==> config.mk <==
export PLATFORM = sky130hd
export DESIGN_NAME = fpec_ctrl
export DESIGN_NICKNAME = d
export VERILOG_FILES = /design/src/shared/fpec_pkg.sv /design/src/hdl/fpec_ctrl.sv /design/src/hdl/fpec_wbuf.sv
export SDC_FILE = /design/constraint.sdc
export NUM_CORES = 2
export LEC_CHECK = 0
export BUFFER_PORTS_ARGS = -buffer_cell sky130_fd_sc_hd__buf_2
export CORE_UTILIZATION = 40
export DETAILED_ROUTE_END_ITERATION = 7
export GPL_ROUTABILITY_DRIVEN = 0
export PLACE_DENSITY = 0.55
export SETUP_SLACK_MARGIN = 0.4
export SLEW_MARGIN = 20
export SYNTH_ARGS = -nofsm -noshare
export SYNTH_HDL_FRONTEND = slang
export SYNTH_SLANG_ARGS = --single-unit
==> constraint.sdc <==
create_clock -name i_clk -period 3.3 [get_ports i_clk]
set_input_delay 0.495 -clock i_clk [delete_from_list [all_inputs] [get_ports i_clk]]
set_output_delay 0.495 -clock i_clk [all_outputs]
set_load 0.03 [all_outputs]
==> src/shared/fpec_pkg.sv <==
// Shared constants and types for the flash program and erase controller
package fpec_pkg;
    // ------------------------------------------------------------------
    // Register offsets (byte offsets from the controller base)
    // ------------------------------------------------------------------
    localparam int unsigned    REG_AW          = 12;
    localparam logic [11:0]    OFS_ADDR        = 12'h000;
    localparam logic [11:0]    OFS_DATA        = 12'h004;
    localparam logic [11:0]    OFS_CMD         = 12'h008;
    localparam logic [11:0]    OFS_RAW         = 12'h00C;
    localparam logic [11:0]    OFS_MASK        = 12'h010;
    localparam logic [11:0]    OFS_MCLR        = 12'h014;
    localparam logic [11:0]    OFS_CMD2        = 12'h020;
    localparam logic [11:0]    OFS_BVAL        = 12'h030;
    localparam logic [11:0]    OFS_BUF_LO      = 12'h100;
    localparam logic [11:0]    OFS_BUF_HI      = 12'h17C;
    // ------------------------------------------------------------------
    // Field layouts
    // ------------------------------------------------------------------
    localparam logic [15:0]    CMD_KEY         = 16'hA442;
    localparam int unsigned    CMD_WRITE_BIT   = 0;
    localparam int unsigned    CMD_ERASE_BIT   = 1;
    localparam int unsigned    CMD_WHOLE_ARRAY_ERASE_GO_BIT  = 2;
    localparam int unsigned    CMD2_BUFFERED_WRITE_GO_BIT  = 0;
    localparam int unsigned    EV_W            = 4;
    localparam int unsigned    EV_DONE         = 0;
    localparam int unsigned    EV_INVD         = 1;
    localparam int unsigned    EV_ERASE_ERR    = 2;
    localparam int unsigned    EV_PROG_ERR     = 3;
    localparam int unsigned    FADDR_W         = 20;
    localparam int unsigned    BANK_BIT        = 19;
    localparam logic [19:0]    WORD_MASK       = 20'h00003;
    localparam logic [19:0]    PAGE_MASK       = 20'h007FF;
    localparam logic [19:0]    BLOCK_MASK      = 20'h0007F;
    localparam logic [4:0]     LAST_IDX        = 5'h1F;
    localparam logic [1:0]     BANK_BOTH       = 2'h3;
    // ------------------------------------------------------------------
    // Sequencer states and array operations
    // ------------------------------------------------------------------
    typedef enum logic [2:0] {
        ST_IDLE  = 3'b000,
        ST_CHECK = 3'b001,
        ST_PROG  = 3'b010,
        ST_ERASE = 3'b011,
        ST_NEXT  = 3'b100
    } fpec_state_t;
    typedef enum logic [1:0] {
        OP_PROG = 2'b00,
        OP_PAGE = 2'b01,
        OP_MASS = 2'b10
    } fpec_op_t;
endpackage : fpec_pkg

==> src/hdl/fpec_ctrl.sv <==
// Flash program and erase controller: registers and operation sequencer
`timescale 1ns/1ps
module fpec_ctrl (
    input  wire logic        i_clk,
    input  wire logic        i_rst_n,
    input  wire logic        i_reg_wr,
    input  wire logic        i_reg_rd,
    input  wire logic [11:0] i_reg_addr,
    input  wire logic [31:0] i_reg_wdata,
    output logic      [31:0] o_reg_rdata,
    output logic             o_fl_req,
    output logic      [1:0]  o_fl_op,
    output logic      [19:0] o_fl_addr,
    output logic      [31:0] o_fl_wdata,
    input  wire logic [31:0] i_fl_rdata,
    input  wire logic        i_fl_done,
    input  wire logic        i_fl_fail,
    output logic      [1:0]  o_bank_busy,
    input  wire logic        i_sleep_req,
    output logic             o_sleep_ok,
    input  wire logic        i_deep_sleep_req,
    output logic             o_flash_off
);
    // ------------------------------------------------------------------
    // State
    // ------------------------------------------------------------------
    fpec_pkg::fpec_state_t    state_q, state_d;
    fpec_pkg::fpec_op_t       op_q, op_d;
    logic [19:0]              addr_q, addr_d, fl_addr_q, fl_addr_d;
    logic [31:0]              data_q, data_d, fl_wdata_q, fl_wdata_d, rdata_q, rdata_d;
    logic [2:0]               cmd_q, cmd_d;
    logic                     bufop_q, bufop_d, req_q, req_d;
    logic [4:0]               idx_q, idx_d;
    logic [1:0]               busy_q, busy_d;
    logic [3:0]               raw_q, raw_d, mask_q, mask_d;
    logic                     sleep_ok_q, sleep_ok_d, off_q, off_d;
    logic [3:0]               ev_set, ev_clr;
    logic                     fin, buf_clr, buf_wr, val_wr, cmd_ok, cmd2_ok, can_start;
    logic [31:0]              buf_rd_reg, buf_rd_seq;
    logic [31:0]              valid;

    // True for a word-aligned offset inside the buffer window
    function automatic logic is_buf(input logic [11:0] a);
        is_buf = (a >= fpec_pkg::OFS_BUF_LO) && (a <= fpec_pkg::OFS_BUF_HI)
                 && (a[1:0] == 2'h0);
    endfunction : is_buf

    // ------------------------------------------------------------------
    // Write buffer
    // ------------------------------------------------------------------
    assign buf_wr = i_reg_wr && is_buf(i_reg_addr);
    assign val_wr = i_reg_wr && (i_reg_addr == fpec_pkg::OFS_BVAL);

    fpec_wbuf #(.WORDS(32)) u_wbuf (
        .i_clk      (i_clk),
        .i_rst_n    (i_rst_n),
        .i_wr       (buf_wr),
        .i_widx     (i_reg_addr[6:2]),
        .i_wdata    (i_reg_wdata),
        .i_ridx_a   (i_reg_addr[6:2]),
        .o_rdata_a  (buf_rd_reg),
        .i_ridx_b   (idx_q),
        .o_rdata_b  (buf_rd_seq),
        .i_val_wr   (val_wr),
        .i_val_data (i_reg_wdata),
        .i_clr      (buf_clr),
        .o_valid    (valid)
    );

    // ------------------------------------------------------------------
    // Register writes, sequencer and read mux
    // ------------------------------------------------------------------
    assign can_start = (state_q == fpec_pkg::ST_IDLE) && !i_sleep_req
                       && !i_deep_sleep_req && !off_q;
    assign cmd_ok  = i_reg_wr && (i_reg_addr == fpec_pkg::OFS_CMD)
                     && (i_reg_wdata[31:16] == fpec_pkg::CMD_KEY) && can_start;
    assign cmd2_ok = i_reg_wr && (i_reg_addr == fpec_pkg::OFS_CMD2)
                     && (i_reg_wdata[31:16] == fpec_pkg::CMD_KEY) && can_start;

    // Next-state logic for the sequencer and writable registers
    always_comb begin
        state_d = state_q; op_d = op_q; addr_d = addr_q; data_d = data_q;
        fl_addr_d = fl_addr_q; fl_wdata_d = fl_wdata_q; cmd_d = cmd_q;
        bufop_d = bufop_q; req_d = req_q; idx_d = idx_q; busy_d = busy_q;
        mask_d = mask_q; ev_set = '0; ev_clr = '0; fin = 1'b0; buf_clr = 1'b0;
        if (i_reg_wr) begin
            case (i_reg_addr)
                fpec_pkg::OFS_ADDR: addr_d = i_reg_wdata[19:0];
                fpec_pkg::OFS_DATA: data_d = i_reg_wdata;
                fpec_pkg::OFS_MASK: mask_d = i_reg_wdata[3:0];
                fpec_pkg::OFS_MCLR: ev_clr = i_reg_wdata[3:0];
                default: ;
            endcase
        end
        case (state_q)
            fpec_pkg::ST_IDLE: begin
                if (cmd_ok && i_reg_wdata[fpec_pkg::CMD_WRITE_BIT]) begin
                    fl_addr_d  = addr_q & ~fpec_pkg::WORD_MASK;
                    fl_wdata_d = data_q;
                    cmd_d      = 3'h1;
                    busy_d     = addr_q[fpec_pkg::BANK_BIT] ? 2'h2 : 2'h1;
                    state_d    = fpec_pkg::ST_CHECK;
                end else if (cmd_ok && i_reg_wdata[fpec_pkg::CMD_ERASE_BIT]) begin
                    fl_addr_d = addr_q & ~fpec_pkg::PAGE_MASK;
                    cmd_d     = 3'h2;
                    op_d      = fpec_pkg::OP_PAGE;
                    req_d     = 1'b1;
                    busy_d    = addr_q[fpec_pkg::BANK_BIT] ? 2'h2 : 2'h1;
                    state_d   = fpec_pkg::ST_ERASE;
                end else if (cmd_ok && i_reg_wdata[fpec_pkg::CMD_WHOLE_ARRAY_ERASE_GO_BIT]) begin
                    cmd_d   = 3'h4;
                    op_d    = fpec_pkg::OP_MASS;
                    req_d   = 1'b1;
                    busy_d  = fpec_pkg::BANK_BOTH;
                    state_d = fpec_pkg::ST_ERASE;
                end else if (cmd2_ok && i_reg_wdata[fpec_pkg::CMD2_BUFFERED_WRITE_GO_BIT]) begin
                    cmd_d   = 3'h1;
                    bufop_d = 1'b1;
                    idx_d   = '0;
                    busy_d  = addr_q[fpec_pkg::BANK_BIT] ? 2'h2 : 2'h1;
                    state_d = fpec_pkg::ST_NEXT;
                end
            end
            fpec_pkg::ST_NEXT: begin
                if (valid[idx_q]) begin
                    fl_addr_d  = (addr_q & ~fpec_pkg::BLOCK_MASK) | {13'h0000, idx_q, 2'h0};
                    fl_wdata_d = buf_rd_seq;
                    state_d    = fpec_pkg::ST_CHECK;
                end else if (idx_q == fpec_pkg::LAST_IDX) begin
                    fin = 1'b1;
                end else begin
                    idx_d = idx_q + 5'h01;
                end
            end
            fpec_pkg::ST_CHECK: begin
                if (|(~i_fl_rdata & fl_wdata_q)) begin
                    ev_set[fpec_pkg::EV_INVD] = 1'b1;
                    fin = 1'b1;
                end else begin
                    op_d    = fpec_pkg::OP_PROG;
                    req_d   = 1'b1;
                    state_d = fpec_pkg::ST_PROG;
                end
            end
            fpec_pkg::ST_PROG, fpec_pkg::ST_ERASE: begin
                if (i_fl_done) begin
                    req_d = 1'b0;
                    if (i_fl_fail) begin
                        ev_set[(state_q == fpec_pkg::ST_PROG) ? fpec_pkg::EV_PROG_ERR
                                                              : fpec_pkg::EV_ERASE_ERR] = 1'b1;
                    end
                    if (bufop_q && !i_fl_fail && (idx_q != fpec_pkg::LAST_IDX)) begin
                        idx_d   = idx_q + 5'h01;
                        state_d = fpec_pkg::ST_NEXT;
                    end else begin
                        fin = 1'b1;
                    end
                end
            end
            default: state_d = fpec_pkg::ST_IDLE;
        endcase
        // Common end of every operation
        if (fin) begin
            state_d = fpec_pkg::ST_IDLE;
            cmd_d   = '0;
            busy_d  = '0;
            req_d   = 1'b0;
            buf_clr = bufop_q;
            bufop_d = 1'b0;
            ev_set[fpec_pkg::EV_DONE] = 1'b1;
        end
    end

    // Sticky events; a new event beats a clear in the same cycle
    assign raw_d      = (raw_q & ~ev_clr) | ev_set;
    assign sleep_ok_d = i_sleep_req && (state_q == fpec_pkg::ST_IDLE);
    assign off_d      = i_deep_sleep_req && (off_q || (state_q == fpec_pkg::ST_IDLE));

    // Read data mux, unmapped offsets read zero
    always_comb begin
        rdata_d = '0;
        if (i_reg_rd) begin
            case (i_reg_addr)
                fpec_pkg::OFS_ADDR: rdata_d = {12'h000, addr_q};
                fpec_pkg::OFS_DATA: rdata_d = data_q;
                fpec_pkg::OFS_CMD:  rdata_d = {29'h00000000, cmd_q};
                fpec_pkg::OFS_RAW:  rdata_d = {28'h0000000, raw_q};
                fpec_pkg::OFS_MASK: rdata_d = {28'h0000000, mask_q};
                fpec_pkg::OFS_MCLR: rdata_d = {28'h0000000, raw_q & mask_q};
                fpec_pkg::OFS_CMD2: rdata_d = {31'h00000000, bufop_q};
                fpec_pkg::OFS_BVAL: rdata_d = valid;
                default: rdata_d = is_buf(i_reg_addr) ? buf_rd_reg : 32'h00000000;
            endcase
        end
    end

    // Register update
    always_ff @(posedge i_clk or negedge i_rst_n) begin
        if (!i_rst_n) begin
            state_q <= fpec_pkg::ST_IDLE; op_q <= fpec_pkg::OP_PROG;
            addr_q <= '0; data_q <= '0; fl_addr_q <= '0; fl_wdata_q <= '0;
            rdata_q <= '0; cmd_q <= '0; bufop_q <= 1'b0; req_q <= 1'b0;
            idx_q <= '0; busy_q <= '0; raw_q <= '0; mask_q <= '0;
            sleep_ok_q <= 1'b0; off_q <= 1'b0;
        end else begin
            state_q <= state_d; op_q <= op_d;
            addr_q <= addr_d; data_q <= data_d; fl_addr_q <= fl_addr_d;
            fl_wdata_q <= fl_wdata_d; rdata_q <= rdata_d; cmd_q <= cmd_d;
            bufop_q <= bufop_d; req_q <= req_d; idx_q <= idx_d; busy_q <= busy_d;
            raw_q <= raw_d; mask_q <= mask_d; sleep_ok_q <= sleep_ok_d; off_q <= off_d;
        end
    end

    assign o_reg_rdata = rdata_q;
    assign o_fl_req    = req_q;
    assign o_fl_op     = op_q;
    assign o_fl_addr   = fl_addr_q;
    assign o_fl_wdata  = fl_wdata_q;
    assign o_bank_busy = busy_q;
    assign o_sleep_ok  = sleep_ok_q;
    assign o_flash_off = off_q;
endmodule : fpec_ctrl

==> src/hdl/fpec_wbuf.sv <==
// Thirty-two word write buffer with per-word updated bits
`timescale 1ns/1ps
module fpec_wbuf #(
    parameter int unsigned WORDS = 32
) (
    input  wire logic                     i_clk,
    input  wire logic                     i_rst_n,
    input  wire logic                     i_wr,
    input  wire logic [$clog2(WORDS)-1:0] i_widx,
    input  wire logic [31:0]              i_wdata,
    input  wire logic [$clog2(WORDS)-1:0] i_ridx_a,
    output logic      [31:0]              o_rdata_a,
    input  wire logic [$clog2(WORDS)-1:0] i_ridx_b,
    output logic      [31:0]              o_rdata_b,
    input  wire logic                     i_val_wr,
    input  wire logic [WORDS-1:0]         i_val_data,
    input  wire logic                     i_clr,
    output logic      [WORDS-1:0]         o_valid
);
    logic [31:0]      mem_q [WORDS];
    logic [WORDS-1:0] val_q;
    logic [WORDS-1:0] val_d;

    // ------------------------------------------------------------------
    // Storage
    // ------------------------------------------------------------------
    // Data words, no reset needed
    always_ff @(posedge i_clk) begin
        if (i_wr) begin
            mem_q[i_widx] <= i_wdata;
        end
    end

    assign o_rdata_a = mem_q[i_ridx_a];
    assign o_rdata_b = mem_q[i_ridx_b];

    // Updated bits; a word write in the clearing cycle keeps its bit
    always_comb begin
        val_d = val_q;
        if (i_val_wr) begin
            val_d = i_val_data;
        end else if (i_clr) begin
            val_d = '0;
        end
        if (i_wr) begin
            val_d[i_widx] = 1'b1;
        end
    end

    always_ff @(posedge i_clk or negedge i_rst_n) begin
        if (!i_rst_n) begin
            val_q <= '0;
        end else begin
            val_q <= val_d;
        end
    end

    assign o_valid = val_q;
endmodule : fpec_wbuf

**Word-level counts from Yosys, hierarchy flattened**

Memory sizes are Yosys's and may differ from the RTL's.
Index checks and enable logic that the tools add are counted.

- Add/subtract/negate cells: 1
- Magnitude comparators: 7
- Equal/unequal tests: 37
- Multiplexer cells: 87
- Bitwise operators: 8
- Reduce and logical (&&, ||, !) cells: 51

Operators by type and width:

| kind | number |
|---|---|
| case mux 32 bit (8 select lines) | 1 |
| 2-to-1 mux 32 bit | 7 |
| case mux 32 bit (2 select lines) | 1 |
| 2-to-1 mux 20 bit | 3 |
| 2-to-1 mux 3 bit | 15 |
| 2-to-1 mux 5 bit | 8 |
| case mux 20 bit (2 select lines) | 1 |
| bitwise AND 32 bit | 1 |
| inverter 32 bit | 1 |
| OR 32 bit | 1 |
| OR reduction 32 bit | 1 |
| inequality test 2 bit, second input constant | 14 |
| 2-to-1 mux 1 bit | 26 |
| == test 12 x 4 -> 1 bit, second input constant | 2 |
| == test 12 x 5 -> 1 bit, second input constant | 2 |
| == test 12 x 6 -> 1 bit, second input constant | 2 |
| 2-to-1 mux 2 bit | 12 |
| logical AND 1 bit | 23 |
| inequality test 3 bit, second input constant | 7 |
| OR 20 x 7 -> 20 bit | 1 |
| == test 16 bit, second input constant | 1 |
| 2-to-1 mux 4 bit | 4 |
| case mux 5 bit (3 select lines) | 1 |
| AND reduction 5 bit | 3 |
| other kinds (39) | 53 |

- Register bits: 195
- Bits in writable memories: 1024
- Bits of input ports: 84
- Output and inout bits: 91
- Logic and storage cells: 209
- Memories: 1

Memory list:

| name | depth | bits a word | read ports | clocked after Yosys merged registers in | write ports | line | text |
|---|---|---|---|---|---|---|---|
| u_wbuf.mem_q | 32 | 32 | 2 | 0 | 1 | fpec_wbuf.sv:20 | `logic [31:0] mem_q [WORDS];` |

**Logic depth before layout (Yosys ltp)**

- Depth after elaboration: 12
- Mapped depth: 11
- Depth with buffers taken out: 9

**Cells and area by module**

A second synthesis with hierarchy kept.

- Cell total of the unflattened synthesis: 4196
- Area, all modules: 57717.9 sq um

By module, submodules not included:

| module | instances | cells each | area each (sq um) | seq. area each (sq um) |
|---|---|---|---|---|
| fpec_wbuf | 1 | 3459 | 49915.4 | 31550.3 |
| fpec_ctrl | 1 | 737 | 7802.5 | 4028.9 |

**Worst setup path after synthesis**

No wires, ideal clock.

- Path kind: input -> register
- From: input i_reg_addr[3]
- To: memory u_wbuf.mem_q[11][0], enable pin
- Library setup time: 0.463 ns
- Data arrival time: 3.975 ns
- Slack: -1.138 ns
- Stages: 7
- Buffers on the path: 5
- Path through: buf_2 -> buf_2 -> buf_2 -> buf_2 -> buf_2 -> nand2_1 -> nor3_1

- Word-level cells in the longest chain between the ends: 6
- Elaborated cells on any way between the ends: 7
- Those cells by class: order compare (2); mux (2); reduce/logical (3)

Ends and longest elaborated chain:

| item | line | text |
|---|---|---|
| start, declared | fpec_ctrl.sv:8 | `input wire logic [11:0] i_reg_addr,` |
| greater-or-equal comparator 12 x 9 -> 1 bit or <= comparator 12 x 9 -> 1 bit (tied branches) | fpec_ctrl.sv:44 | `is_buf = (a >= fpec_pkg::OFS_BUF_LO) && (a <= fpec_pkg::OFS_BUF_HI)` |
| logical AND 1 bit | fpec_ctrl.sv:44 |  |
| logical AND 1 bit | fpec_ctrl.sv:45 | `&& (a[1:0] == 2'h0);` |
| logical AND 1 bit | fpec_ctrl.sv:51 | `assign buf_wr = i_reg_wr && is_buf(i_reg_addr);` |
| 2-to-1 mux 1 bit | fpec_wbuf.sv:29 | `if (i_wr) begin` |
| 2-to-1 mux 1 bit (not written as such) | fpec_wbuf.sv:30 | `mem_q[i_widx] <= i_wdata;` |
| end, declared | fpec_wbuf.sv:20 |  |

Parallel ways exist; a longest one is shown, timed or not.

**Worst setup path in the final report**

- From: register fl_wdata_q[29] (netlist: o_fl_wdata[29])
- To: register u_wbuf.val_q[8] (netlist: u_wbuf.o_valid[8])

- Word-level cells in the longest chain between the ends: 9

Ends and longest elaborated chain:

| item | line | text |
|---|---|---|
| start, declared | fpec_ctrl.sv:30 | `logic [31:0] data_q, data_d, fl_wdata_q, fl_wdata_d, rdata_q, rdata_d;` |
| start signal, assigned | fpec_ctrl.sv:208 | `fl_wdata_q <= fl_wdata_d; rdata_q <= rdata_d; cmd_q <= cmd_d;` |
| bitwise AND 32 bit (*) | fpec_ctrl.sv:136 | `if (\|(~i_fl_rdata & fl_wdata_q)) begin` |
| OR reduction 32 bit (*) | fpec_ctrl.sv:136 |  |
| 2-to-1 mux 1 bit (*) | fpec_ctrl.sv:136 |  |
| case mux 1 bit (3 select lines) (*) | fpec_ctrl.sv:95 | `case (state_q)` |
| 2-to-1 mux 1 bit (*) | fpec_ctrl.sv:163 | `if (fin) begin` |
| 2-to-1 mux 32 bit (*) | fpec_wbuf.sv:42 | `end else if (i_clr) begin` |
| 2-to-1 mux 32 bit (*) | fpec_wbuf.sv:40 | `if (i_val_wr) begin` |
| OR 32 bit (no line) | n/a |  |
| 2-to-1 mux 32 bit (*) | fpec_wbuf.sv:45 | `if (i_wr) begin` |
| net u_wbuf.val_d[8] | fpec_wbuf.sv:22 | `logic [WORDS-1:0] val_d;` |
| end signal, assigned | fpec_wbuf.sv:54 | `val_q <= val_d;` |
| end, declared | fpec_wbuf.sv:21 | `logic [WORDS-1:0] val_q;` |

The timed path passes the listed nets; every way through them passes the cells marked *.
A chain may end at the register's enable or synchronous reset.

==> results.json <==
{
  "required_ns": 3.93,
  "r2r_end": "u_wbuf.o_valid[8]",
  "dp_hpwl_mm": 131,
  "slowest_stage": "dfrtp_1",
  "yosys_warnings": 0,
  "synth_top_area_share_pct": 55.3,
  "fp.dieW_um": 375,
  "finalSetupViolCount": 0,
  "hold_viol": 0,
  "slowest_delay_ns": 0.61,
  "r2r_start": "o_fl_wdata[29]",
  "cp_data_arrival_time_ns": 3.57,
  "antenna_found_initial": 15,
  "clk_pin_slew_ns": 0.07,
  "min_period_ns": 2.93,
  "dieArea_um2": 140000,
  "final_max_slew_viol_count": 0,
  "clkLatencyLatePin_ns": 0.77,
  "leakagePower_nw": 22.3,
  "p_total_mw": 39.8,
  "die_y_um": 375,
  "grt-ovfl-total": 0,
  "avgRoutedWirePerCell_um": 38.9,
  "synth.distinct_cells": 71,
  "synthCells": 3078,
  "placementRows": 136,
  "numCtsBuffers": 121,
  "first_pass_iters": 6,
  "drv_cap": 0,
  "grt_pass1_vias": 35824,
  "cts.path.max_buffers": 3,
  "diodes": 0,
  "grt_pass1_wl_mm": 287,
  "area_growth_pct": 18.1,
  "crit_chain": "clkinvlp_4 > o2111ai_1 > nor4_1 > buf_4 > a31oi_1 > a311o_1 > and2_4 > o21ai_1",
  "fmax_mhz": 341,
  "synth_area_leaders": "edfxtp_1 55%, mux4_2 21%, dfrtp_1 8.7%, a22oi_1 2.0%, mux2_2 1.8%",
  "r2r_slack_ns": 0.37,
  "power_density_nw_per_um2": 606,
  "crit_end": "u_wbuf.o_valid[8]",
  "via_per_inst": 6.76,
  "grt.total_usage_pct": 29.5,
  "antenna_left": 0,
  "clock-root-buffer": "clkbuf_16",
  "synth_area_um2": 55600,
  "synth_ff_type": "edfxtp_1",
  "fin_crit_sh_pct": 88.9,
  "ios": 175,
  "vias": 36217,
  "numPortBuffers": 172,
  "grt_start_max_net_pins": 71,
  "crit_path_start_kind": "flip-flop",
  "rsz0062_at_grt": "yes",
  "cts.sinks": 1217,
  "ys_seq_area_share_pct": 64.0,
  "fin_skew_ns": 0.0343,
  "worst_ir_drop_vdd_mv": 0.472,
  "tritoncts": "built",
  "r2r_cells": 8,
  "yosysTopAreaCell": "edfxtp_1",
  "start_util_pct": 40.4,
  "synth_area_per_cell_um2": 18.1,
  "synth_seq_cells": 1217,
  "final_util_pct": 47.7,
  "final_layout_size_suffix_gt1_share_pct": 38.5,
  "cts-htree-levels": 3,
  "critPathLaunch": "o_fl_wdata[29]",
  "synth_edf_count": 1024,
  "hp-class": "in -> reg",
  "max-slew-margin-rel_pct": 40.1,
  "status": "complete, no violations",
  "crit_type": "reg -> reg",
  "finalWirelength_mm": 208,
  "path_max_fanout": 32,
  "dpl_worst_slack_ns": -0.280,
  "end_kind": "flip-flop",
  "fin_ws_ns": 0.365,
  "fin_tns_setup_ns": 0,
  "fp.coreArea_um2": 138000,
  "worstMarginPinSlew_ns": 0.876,
  "ys_async_sr_fraction_pct": 15.9,
  "timing.hold.ws_ns": 0.0427,
  "remaining_drc_errors": 0,
  "drt-initial-drc-count": 5734,
  "num-nets-final": 3543
}
==> cell usage after synthesis (4+ instances only) <==
cell	instances
edfxtp_1	1024
a31oi_1	10
o2111ai_1	4
nor2b_1	11
a21oi_1	111
clkbuf_1	112
mux2_2	87
o2bb2ai_1	12
buf_2	71
nand2_1	150
a222oi_1	11
mux2_4	6
o21ai_1	33
mux4_2	518
buf_1	26
o22ai_1	81
inv_1	28
nand3_1	7
a211oi_1	45
o21ai_0	82
o221ai_1	13
nor4_1	4
a22o_1	4
buf_4	29
nand2b_1	25
nor2_1	56
a22oi_1	148
mux2i_1	44
and2_1	7
nor3_1	47
nor3b_1	5
buf_6	8
dfrtp_1	193
or2_2	8
==> cell usage in the layout (no fill, tap or decap), types with 11 or more instances in the layout <==
cell type   count
mux4_2        518
o221ai_1       13
dfrtp_1       190
clkbuf_8       11
a21oi_1       111
nand2_1       146
mux2i_1        44
clkinvlp_4     11
nor2_1         49
bufinv_16      13
a211oi_1       42
o2bb2ai_1      12
buf_4         245
inv_1          27
a222oi_1       11
edfxtp_1     1024
o21ai_1        35
nand2b_1       25
nor3_1         19
o22ai_1        81
a22oi_1       148
o21ai_0        80
mux2_2         87
buf_12         76
clkbuf_16     127
clkinv_2       21
clkinv_1       21
nor3_4         29
clkbuf_1       19
buf_2         167
==> final cells by class <==
type	instances	area, µm²
flip-flops and latches	1217	35600
repair buffers	501	4390
inverters	29	113
multi-input cells	1587	19100
clock buffers	156	3380
fillers	11407	72100
clock inverters	72	752
well taps	1794	2240
==> routing by layer <==
metal  wire, µm  global-route usage [%]
met1      80000                    41.0
met2      94600                    44.7
met3      25100                    7.19
met4       8730                    11.8
met5         55                       0
==> where the power goes <==
| group | internal (mW) | leakage [nW] | switching (mW) |
|---|---|---|---|
| Sequential | 16.8 | 11.9 | 0.198 |
| Clock | 8.22 | 2.00 | 6.16 |
| Combinational | 3.63 | 8.45 | 4.71 |
| Total | 28.7 | 22.3 | 11.1 |
==> critical path, delay by kind of cell (launching register included) <==
kind / cells / cell delay, ns
buffers and inverters: 2 / 0.46
AND/OR/NAND/NOR: 2 / 0.53
AO/OA/AOI/OAI: 4 / 1.13
flip-flops: 1 / 0.61
==> flip-flops by register name, summed over array words and instances (netlist names), 2 cells and up <==
signal,cells
raw_q,4
data_q,32
state_q,3
o_fl_op,2
mask_q,4
cmd_q,3
o_fl_addr,18
addr_q,20
o_bank_busy,2
u_wbuf.o_valid,32
o_fl_wdata,32
idx_q,5
o_reg_rdata,32
u_wbuf.mem_q,1024
==> timing repair <==
action / in CTS / in global routing
hold endpoints to repair: 71 / 0
cloned: 0 / 1
setup endpoints to repair: 13 / 52
setup buffers: 9 / 2
hold buffers: 5 / 0
gates resized for setup: 5 / 7
pin swaps: 0 / 1
==> kinds of logic after synthesis <==
group | Yosys count | synth area share, %
AO/OA/AOI/OAI | 581 | 6.82
XOR/XNOR | 1 | 0.0158
adder cells (fa/ha/maj) | 2 | 0.0450
buffers and inverters | 275 | 2.32
flip-flops | 1217 | 64.0
multiplexers | 655 | 23.7
other | 1 | 0.00675
AND/OR/NAND/NOR | 346 | 3.04
==> metrics by stage <==
| stage | area, µm² | std cells |
|---|---|---|
| finish | 65600 | 5356 |
| global route | 65600 | 5356 |
| CTS | 65500 | 5353 |
| global placement | 61200 | 5111 |
| floorplan | 55900 | 3079 |
| detailed placement | 61200 | 5111 |
==> how the worst min path moves through the flow <==
stage	startpoint	to	slack [ns]	cells past startpoint
2_1_floorplan	i_rst_n	addr_q[0]	0.20	0
3_3_place_gp	raw_q[1]	raw_q[1]	0.46	1
3_5_place_dp	raw_q[2]	raw_q[2]	0.48	1
4_1_cts	i_reg_wdata[28]	u_wbuf.mem_q[4][28]	0.03	1
5_1_grt	i_reg_wdata[28]	u_wbuf.mem_q[4][28]	0.07	1
6_report	i_reg_wdata[28]	u_wbuf.mem_q[4][28]	0.04	1
No activity file was read; power rests on OpenSTA's default activity.
